[src/rtl/ptm_defines.svh]
// Register indices, field positions, reset values and counts of the periodic timer.
`ifndef PTM_DEFINES_SVH
`define PTM_DEFINES_SVH

// Register indices; the byte address of each is four times its index.
`define PTM_IDX_STATUS_CONTROL 8'h4b
`define PTM_IDX_COUNT_HIGH     8'h4c
`define PTM_IDX_COUNT_LOW      8'h4d
`define PTM_IDX_MODULO_HIGH    8'h4e
`define PTM_IDX_MODULO_LOW     8'h4f

// Status and control field positions.
`define PTM_SC_FLAG_BIT   7
`define PTM_SC_IE_BIT     6
`define PTM_SC_STOP_BIT   5
`define PTM_SC_RST_BIT    4
`define PTM_SC_PPS_MSB    2
`define PTM_SC_PPS_LSB    0

// Widths and reset values.
`define PTM_CNT_W         16
`define PTM_PRE_W         7
`define PTM_PPS_W         3
`define PTM_DATA_W        32
`define PTM_BYTE_W        8
`define PTM_MOD_RESET     16'hffff
`define PTM_CNT_RESET     16'h0000
`define PTM_PPS_RESET     3'h0
`define PTM_PPS_MAX       3'h6

`endif

[src/rtl/ptm_pkg.sv]
// Types shared by the periodic timer modules.
package ptm_pkg;

  typedef enum logic [2:0] {
    REG_NONE      = 3'b000,
    REG_SC        = 3'b001,
    REG_CNT_HIGH  = 3'b010,
    REG_CNT_LOW   = 3'b011,
    REG_MOD_HIGH  = 3'b100,
    REG_MOD_LOW   = 3'b101
  } ptm_reg_e;

  typedef struct packed {
    logic [15:0] count;
    logic [15:0] modulo;
    logic        overflow_flag;
    logic        overflow_interrupt_enable;
    logic        counter_stop;
    logic [2:0]  prescaler_select;
    logic        clear_armed;
    logic        mod_high_pending;
    logic        ready;
    logic        slverr;
    logic [31:0] rdata;
    logic        irq;
  } ptm_state_s;

  typedef struct packed {
    logic [6:0] div;
  } ptm_pre_s;

  typedef struct packed {
    logic [7:0] low;
    logic       held;
  } ptm_latch_s;

endpackage

[src/rtl/ptm_count_latch.sv]
// Low count byte holding buffer armed by a high byte read.
`include "ptm_defines.svh"

module ptm_count_latch (
  input  wire logic                   pclk,
  input  wire logic                   presetn,
  input  wire logic [`PTM_BYTE_W-1:0] count_low,
  input  wire logic                   read_high,
  input  wire logic                   read_low,
  output logic      [`PTM_BYTE_W-1:0] low_view
);

  ptm_pkg::ptm_latch_s st_r;
  ptm_pkg::ptm_latch_s st_nxt;

  always_comb begin
    st_nxt = st_r;
    low_view = st_r.held ? st_r.low : count_low;
    if (read_low) begin
      st_nxt.held = 1'b0;
    end else if (read_high && !st_r.held) begin
      st_nxt.low = count_low;
      st_nxt.held = 1'b1;
    end
  end

  always_ff @(posedge pclk or negedge presetn) begin
    if (!presetn) begin
      st_r <= '0;
    end else begin
      st_r <= st_nxt;
    end
  end

endmodule

[src/rtl/ptm_prescaler.sv]
// Bus clock prescaler giving a one-cycle tick at the selected division.
`include "ptm_defines.svh"

module ptm_prescaler (
  input  wire logic                   pclk,
  input  wire logic                   presetn,
  input  wire logic                   run,
  input  wire logic                   clear,
  input  wire logic [`PTM_PPS_W-1:0]  prescaler_select,
  output logic                        tick
);

  ptm_pkg::ptm_pre_s st_r;
  ptm_pkg::ptm_pre_s st_nxt;
  logic [`PTM_PRE_W:0] ones;
  logic [`PTM_PPS_W-1:0] sel;

  assign ones[0] = 1'b1;

  // Tap k is true when the low k bits of the divider are all ones.
  genvar k;
  generate
    for (k = 1; k <= `PTM_PRE_W; k++) begin : g_tap
      assign ones[k] = ones[k-1] & st_r.div[k-1];
    end
  endgenerate

  always_comb begin
    st_nxt = st_r;
    // Code seven falls back to the slowest rate.
    sel = (prescaler_select > `PTM_PPS_MAX) ? `PTM_PPS_MAX : prescaler_select;
    tick = run & ~clear & ones[sel];
    if (clear) begin
      st_nxt.div = '0;
    end else if (run) begin
      st_nxt.div = st_r.div + 7'h01;
    end
  end

  always_ff @(posedge pclk or negedge presetn) begin
    if (!presetn) begin
      st_r <= '0;
    end else begin
      st_r <= st_nxt;
    end
  end

endmodule

[src/rtl/ptm_timer.sv]
// Periodic interrupt timer with its APB register slave.
// What this block does
// - Counter equal to modulo sets overflow flag.
// - Flag clears by read while set, then zero write.
// - Overflow between read and write voids the clear.
// - Writing one keeps flag; reset clears it.
// - Interrupt enable gates flag onto request.
// - Stop bit halts counting; reset sets it.
// - Counter reset bit clears counter and prescaler.
// - Counter reset bit self-clears, reads zero.
// - Stop plus reset together holds zero.
// - Select field divides bus clock 1 to 64.
// - High byte read latches low byte.
// - Latch held until low byte read.
// - Reset and counter reset clear counter.
// - At modulo, flag sets and counter restarts.
// - Modulo high write suppresses flag setting until low; counter still restarts.
// - Reset sets modulo to all ones.
// - Break freezes the counter.
// - Stop mode freezes timer, keeps state.
// - Wait mode keeps counting and may wake.
// - Break without clear enable protects status.
//
// Added by the designer: the APB interface to the registers and the address map.
`include "ptm_defines.svh"

module ptm_timer #(
  parameter int ADDR_W = 12
) (
  input  wire logic              pclk,
  input  wire logic              presetn,
  input  wire logic              psel,
  input  wire logic              penable,
  input  wire logic              pwrite,
  input  wire logic [ADDR_W-1:0] paddr,
  input  wire logic [31:0]       pwdata,
  output logic      [31:0]       prdata,
  output logic                   pready,
  output logic                   pslverr,
  input  wire logic              brk_active,
  input  wire logic              break_clear_enable,
  input  wire logic              stop_mode,
  output logic                   irq
);

  generate
    if (ADDR_W < 9) begin : g_addr_check
      $error("ADDR_W too small to reach the timer registers.");
    end
  endgenerate

  ptm_pkg::ptm_state_s st_r;
  ptm_pkg::ptm_state_s st_nxt;
  ptm_pkg::ptm_reg_e   reg_sel;

  logic [ADDR_W-3:0]        word_addr;
  logic                     access;
  logic                     commit;
  logic                     wr_commit;
  logic                     rd_commit;
  logic                     status_locked;
  logic                     counter_reset;
  logic                     run;
  logic                     tick;
  logic                     overflow;
  logic                     flag_set;
  logic [`PTM_BYTE_W-1:0]   low_view;
  logic [`PTM_BYTE_W-1:0]   wbyte;
  logic [`PTM_BYTE_W-1:0]   sc_view;

  assign word_addr = paddr[ADDR_W-1:2];
  assign access    = psel & penable;
  assign commit    = access & st_r.ready;
  assign wr_commit = commit & pwrite;
  assign rd_commit = commit & ~pwrite;
  assign wbyte     = pwdata[`PTM_BYTE_W-1:0];

  // Address decode on word index; byte lanes below bit two are ignored.
  always_comb begin
    if (word_addr == (ADDR_W-2)'(`PTM_IDX_STATUS_CONTROL)) begin
      reg_sel = ptm_pkg::REG_SC;
    end else if (word_addr == (ADDR_W-2)'(`PTM_IDX_COUNT_HIGH)) begin
      reg_sel = ptm_pkg::REG_CNT_HIGH;
    end else if (word_addr == (ADDR_W-2)'(`PTM_IDX_COUNT_LOW)) begin
      reg_sel = ptm_pkg::REG_CNT_LOW;
    end else if (word_addr == (ADDR_W-2)'(`PTM_IDX_MODULO_HIGH)) begin
      reg_sel = ptm_pkg::REG_MOD_HIGH;
    end else if (word_addr == (ADDR_W-2)'(`PTM_IDX_MODULO_LOW)) begin
      reg_sel = ptm_pkg::REG_MOD_LOW;
    end else begin
      reg_sel = ptm_pkg::REG_NONE;
    end
  end

  // Status accesses during a protected break leave the overflow flag and its clear arming alone.
  assign status_locked = brk_active & ~break_clear_enable;

  // The counter reset bit is never stored, so it reads as zero afterwards.
  assign counter_reset = wr_commit && (reg_sel == ptm_pkg::REG_SC)
                         && wbyte[`PTM_SC_RST_BIT];

  // Wait mode is not a gate here, so the timer keeps running in it.
  assign run = ~st_r.counter_stop & ~brk_active & ~stop_mode;

  ptm_prescaler u_prescaler (
    .pclk             (pclk),
    .presetn          (presetn),
    .run              (run),
    .clear            (counter_reset),
    .prescaler_select (st_r.prescaler_select),
    .tick             (tick)
  );

  ptm_count_latch u_count_latch (
    .pclk      (pclk),
    .presetn   (presetn),
    .count_low (st_r.count[`PTM_BYTE_W-1:0]),
    .read_high (rd_commit && (reg_sel == ptm_pkg::REG_CNT_HIGH)),
    .read_low  (rd_commit && (reg_sel == ptm_pkg::REG_CNT_LOW)),
    .low_view  (low_view)
  );

  assign overflow = tick & (st_r.count == st_r.modulo) & ~counter_reset;
  // A half written modulo value would give a bogus match, so it is muted.
  assign flag_set = overflow & ~st_r.mod_high_pending;

  assign sc_view = {st_r.overflow_flag,
                    st_r.overflow_interrupt_enable,
                    st_r.counter_stop,
                    1'b0,
                    1'b0,
                    st_r.prescaler_select};

  always_comb begin
    st_nxt = st_r;

    // Bus answer: one wait cycle, then pready with data already registered.
    st_nxt.ready = 1'b0;
    if (access && !st_r.ready) begin
      st_nxt.ready  = 1'b1;
      st_nxt.slverr = (reg_sel == ptm_pkg::REG_NONE);
      st_nxt.rdata  = '0;
      if (!pwrite) begin
        case (reg_sel)
          ptm_pkg::REG_SC: begin
            st_nxt.rdata[`PTM_BYTE_W-1:0] = sc_view;
          end
          ptm_pkg::REG_CNT_HIGH: begin
            st_nxt.rdata[`PTM_BYTE_W-1:0] = st_r.count[`PTM_CNT_W-1:`PTM_BYTE_W];
          end
          ptm_pkg::REG_CNT_LOW: begin
            st_nxt.rdata[`PTM_BYTE_W-1:0] = low_view;
          end
          ptm_pkg::REG_MOD_HIGH: begin
            st_nxt.rdata[`PTM_BYTE_W-1:0] = st_r.modulo[`PTM_CNT_W-1:`PTM_BYTE_W];
          end
          ptm_pkg::REG_MOD_LOW: begin
            st_nxt.rdata[`PTM_BYTE_W-1:0] = st_r.modulo[`PTM_BYTE_W-1:0];
          end
          default: begin
            st_nxt.rdata = '0;
          end
        endcase
      end
    end else if (!access) begin
      st_nxt.slverr = 1'b0;
    end

    // Counter: reset wins, then wrap at the modulo, else increment.
    if (counter_reset) begin
      st_nxt.count = `PTM_CNT_RESET;
    end else if (overflow) begin
      st_nxt.count = `PTM_CNT_RESET;
    end else if (tick) begin
      st_nxt.count = st_r.count + 16'h0001;
    end

    // First clearing step: a status read while the flag is set arms it.
    if (rd_commit && (reg_sel == ptm_pkg::REG_SC) && st_r.overflow_flag
        && !status_locked) begin
      st_nxt.clear_armed = 1'b1;
    end

    if (wr_commit && (reg_sel == ptm_pkg::REG_SC)) begin
      st_nxt.overflow_interrupt_enable = wbyte[`PTM_SC_IE_BIT];
      st_nxt.counter_stop = wbyte[`PTM_SC_STOP_BIT];
      st_nxt.prescaler_select = wbyte[`PTM_SC_PPS_MSB:`PTM_SC_PPS_LSB];
      // Writing one to the flag does nothing; only an armed zero clears.
      if (!wbyte[`PTM_SC_FLAG_BIT] && st_r.clear_armed && !status_locked) begin
        st_nxt.overflow_flag = 1'b0;
        st_nxt.clear_armed = 1'b0;
      end
    end

    if (wr_commit && (reg_sel == ptm_pkg::REG_MOD_HIGH)) begin
      st_nxt.modulo[`PTM_CNT_W-1:`PTM_BYTE_W] = wbyte;
      st_nxt.mod_high_pending = 1'b1;
    end

    if (wr_commit && (reg_sel == ptm_pkg::REG_MOD_LOW)) begin
      st_nxt.modulo[`PTM_BYTE_W-1:0] = wbyte;
      st_nxt.mod_high_pending = 1'b0;
    end

    // A fresh overflow disarms a pending clear and wins over the clear.
    if (flag_set) begin
      st_nxt.overflow_flag = 1'b1;
      st_nxt.clear_armed = 1'b0;
    end

    // The request is a level, so it can wake the core from wait mode.
    st_nxt.irq = st_nxt.overflow_flag & st_nxt.overflow_interrupt_enable;
  end

  always_ff @(posedge pclk or negedge presetn) begin
    if (!presetn) begin
      st_r <= '0;
      st_r.modulo <= `PTM_MOD_RESET;
      st_r.count <= `PTM_CNT_RESET;
      st_r.counter_stop <= 1'b1;
      st_r.prescaler_select <= `PTM_PPS_RESET;
      st_r.overflow_flag <= 1'b0;
    end else begin
      st_r <= st_nxt;
    end
  end

  assign prdata  = st_r.rdata;
  assign pready  = st_r.ready;
  assign pslverr = st_r.slverr;
  assign irq     = st_r.irq;

endmodule

[config.mk]
export PLATFORM = sky130hd
export DESIGN_NAME = ptm_timer
export DESIGN_NICKNAME = d
export VERILOG_FILES = /design/src/rtl/ptm_pkg.sv /design/src/rtl/ptm_count_latch.sv /design/src/rtl/ptm_prescaler.sv /design/src/rtl/ptm_timer.sv
export VERILOG_INCLUDE_DIRS = /design/src /design/src/rtl
export SDC_FILE = /design/constraint.sdc
export NUM_CORES = 1
export LEC_CHECK = 0
export BUFFER_PORTS_ARGS = -buffer_cell sky130_fd_sc_hd__buf_4
export CORE_MARGIN = 4
export CORE_UTILIZATION = 30
export CTS_BUF_LIST = sky130_fd_sc_hd__clkbuf_8
export DETAILED_ROUTE_END_ITERATION = 8
export SETUP_SLACK_MARGIN = 0.5
export SKIP_CTS_REPAIR_TIMING = 1
export SLEW_MARGIN = 30
export SYNTH_ARGS = -nofsm -noshare
export SYNTH_HDL_FRONTEND = slang
export SYNTH_SLANG_ARGS = --single-unit
[constraint.sdc]
create_clock -name pclk -period 1.95 [get_ports pclk]
set_clock_uncertainty 0.15 [all_clocks]
set_input_delay 0.0975 -clock pclk [delete_from_list [all_inputs] [get_ports pclk]]
set_output_delay 0.0975 -clock pclk [all_outputs]
set_load 0.03 [all_outputs]
==> results.tsv <==
stage	metric	value	unit
global_routing	All-Layer GR Usage	0.1375	
timing	Hold Vio Cnt, Final	0	
global_routing	total gr overflow	0	
timing	setup TNS	-0.7479	ns
clocking	CTS buffer count	9	
global_routing	antenna violations before repair	0	
logic_synthesis	Syn. warnings	0	
setup_path	Critical Path Source	u_prescaler.st_r[0]$_DFFE_PN0P_	
setup_path	CP startpoint kind	flop	
floorplan	Die Area	15430	um2
timing	count of final max-slew check failures	0	
timing	Final setup viols	13	
setup_path	CP endpoint kind	flop	
timing	RSZ-0062 raised after global routing	yes	
drt	via count of the routed design	3447	
cells_and_area	layout net count	564	
worst_hold_path	Tightest Hold Check Type	input pin to flop	
clocking	TritonCTS clock tree	built	
run	Max-Cap Viols	0	
logic_synthesis	syn avg cell area	9.884	um2
placed_design	post-DP HPWL	8188	um
logic_synthesis	EDFF count, synth	0	
setup_path	Crit-path slowest cell	dfrtp_1	
timing	fin worst setup slack	-0.08615	ns
drt	antenna viol nets, final	0	
global_routing	largest net degree at the start of global routing	35	
clocking	H-tree depth	3	
cells_and_area	most common cell after layout, fill and taps aside	buf_4	
setup_path	crit-path cells	ha_4 > ha_4 > a21boi_4 > o31ai_4 > buf_6 > nand3b_1 > buf_6 > o211ai_1	
floorplan	Core Rows	42	
logic_synthesis	Synth cell types	52	
timing	Final min period	2.036	ns
floorplan	die height	124.2	um
cells_and_area	P&R area growth vs syn	38.93	%
setup_path	Required @ worst endpoint	2.03	ns
timing	ratio of final minimum period to clock period	1.044	
setup_path	Crit Path Class	flop to flop	
logic_synthesis	cells after synthesis	410	
setup_path	FF-to-FF Start	u_prescaler.st_r[0]$_DFFE_PN0P_	
global_routing	vias in the first global route	3320	
clocking	Reg clk slew, reported paths	0.08	ns
drt	wire length per cell	16.48	um
setup_path	Worst path max stage delay	0.42	ns
global_routing	first-pass GRT wire length	17170	um
cells_and_area	layout cells sized above 1	0.4300	
floorplan	I/O pins	87	
timing	fmax	491.1	MHz
logic_synthesis	Synth Flop Type	dfrtp_1	
logic_synthesis	cell area after synthesis	4053	um2
drt	Detailed Route Iter0 Violations	158	
worst_hold_path	Worst Hold Launch	pwrite	
setup_path	Arr. time, crit path	2.12	ns
cells_and_area	Non-Filler Instances	690	
drt	Total Routed Length	11370	um
drt	drc violations	0	
placed_design	placed insts	649	
outcome	status	finished with violations	
setup_path	largest fanout on the critical path	7	
placed_design	GPL Wtd Cong	0.9013	
drt	drt via density	4.996	
drt	1st-pass router iterations	4	
power	worst vdd ir	0.0002965	V
cells_and_area	# diodes	0	
clocking	Clk Latency, worst-skew pair	0.35	ns
clocking	clk root buf	clkbuf_8	
logic_synthesis	fraction of registers with async set or reset after synthesis	1.000	
power	Lkg Pwr	2.565	nW
cells_and_area	most frequent cells in the layout	90 x buf_4, 45 x dfrtp_1, 27 x mux2_4, 26 x nand3_1	
outcome	failing checks	setup timing	
floorplan	DIE WIDTH	124.2	um
placed_design	PortBufs	36	
floorplan	initial core utilization	0.3060	
power	PD cells	600.8	nW/um2
floorplan	core box area	13240	um2
logic_synthesis	sequential area share after synthesis	0.4128	
logic_synthesis	Synth Register Bits	66	
clocking	clk buf depth	2	
clocking	clock sinks	66	
setup_path	CP top delay family	compound AO/OA/AOI/OAI gates	
setup_path	buffers and inverters on the worst path	2	
## area by class of cell
class                   count  area [um2]
clock buffers              10       137.6
inverters                   8       30.03
fillers                  1264        7612
flip-flops and latches     66        1678
clock inverters             6       66.31
multi-input cells         306        2474
repair buffers            118        1025
well taps                 176       220.2
## stage by stage
stage,utilization,power (W),cell area [um2],hold slack (ns),setup WS (ns)
4_1_cts,0.3849,0.003305,5097,-0.4354,-0.08567
6_report,0.4252,0.003383,5630,0.007200,-0.08615
3_3_place_gp,0.3695,0.002090,4893,-0.06933,-0.02368
5_1_grt,0.4252,0.003547,5630,0.03274,-0.1406
2_1_floorplan,-,0.001919,4327,-0.3481,0.09272
3_5_place_dp,0.3695,0.002115,4893,-0.05431,-0.05593
## worst register-to-register path, cell delays in order (launching register included)
cell      delay [ns]
dfrtp_1         0.42
ha_4            0.20
ha_4            0.17
a21boi_4        0.15
o31ai_4         0.33
buf_6           0.17
nand3b_1        0.12
buf_6           0.13
o211ai_1        0.08
## cells by family (layout without fill, tap and decap cells)
| group | after synthesis | after routing | synth area share |
|---|---|---|---|
| buffers and inverters | 62 | 142 | 0.09107 |
| XOR/XNOR | 19 | 19 | 0.04106 |
| adder cells (fa/ha/maj) | 3 | 3 | 0.009263 |
| other | 1 | 24 | 0.0009253 |
| multiplexers | 53 | 53 | 0.1402 |
| flip-flops | 66 | 66 | 0.4128 |
| AND/OR/NAND/NOR | 160 | 161 | 0.2328 |
| AO/OA/AOI/OAI | 46 | 46 | 0.07194 |
## worst paths after layout
path | cells after the start | end | slack (ns)
worst max-delay path | 8 | st_r[62]$_DFFE_PN0P_ | -0.09
worst min register to register | 2 | prdata[5]$_DFFE_PN0P_ | 0.34
worst min-delay path | 4 | st_r[36]$_DFF_PN0_ | 0.007
max in group asynchronous | 3 | st_r[51]$_DFFE_PN1P_ | 0.92
worst max register to register | 8 | st_r[62]$_DFFE_PN0P_ | -0.09
min in group asynchronous | 2 | st_r[65]$_DFFE_PN0P_ | 0.11
## flip-flops by register name, summed over array words and instances, names as in the netlist
name                cells
pslverr                 1
st_r                   34
irq                     1
prdata                  8
sc_view                 6
u_count_latch.st_r      9
pready                  1
u_prescaler.st_r        6
## Yosys cell counts, types with 2 or more instances
cell / instances / share of area
nor3_1: 11 / 0.014
dfstp_2: 17 / 0.11
nand4_1: 15 / 0.023
and3_1: 5 / 0.0077
mux2i_1: 23 / 0.057
inv_1: 8 / 0.0074
nand2_1: 27 / 0.025
a21oi_1: 10 / 0.012
o2111ai_1: 3 / 0.0065
nand4b_1: 11 / 0.024
mux2_2: 29 / 0.081
nor2_8: 2 / 0.0099
xnor2_1: 2 / 0.0043
buf_4: 34 / 0.063
nand3b_1: 4 / 0.0074
dfrtp_1: 49 / 0.30
buf_2: 7 / 0.0086
a32oi_1: 3 / 0.0065
and4_1: 3 / 0.0065
and2_1: 2 / 0.0031
nand2b_1: 3 / 0.0046
o21ai_0: 14 / 0.017
or2_2: 2 / 0.0031
clkbuf_1: 12 / 0.011
xor2_1: 17 / 0.037
or4_1: 3 / 0.0056
o31ai_1: 5 / 0.0093
o211ai_1: 2 / 0.0037
nor2_1: 25 / 0.023
nor4_1: 6 / 0.0093
ha_1: 3 / 0.0093
nor2b_1: 3 / 0.0046
o22ai_1: 5 / 0.0077
nand3_1: 27 / 0.033
## layer usage
| metal | GRT usage | part of all wire | vias up |
|---|---|---|---|
| met4 | 0.04965 | 0.018 | 0 |
| met1 | 0.1808 | 0.44 | 1701 |
| li1 | - | - | 1636 |
| met3 | 0.03093 | 0.054 | 16 |
| met5 | 0 | 0 | - |
| met2 | 0.2217 | 0.49 | 94 |
## report_power, final
group | total (W) | switching (W) | internal (W) | leakage (nW)
sequential | 0.00149 | 0.0000554 | 0.00143 | 0.837
combinational | 0.000703 | 0.000376 | 0.000326 | 1.63
clock | 0.00119 | 0.000568 | 0.000625 | 0.0945
total | 0.00338 | 0.000999 | 0.00238 | 2.56
Power figures use the tool's default switching activity.
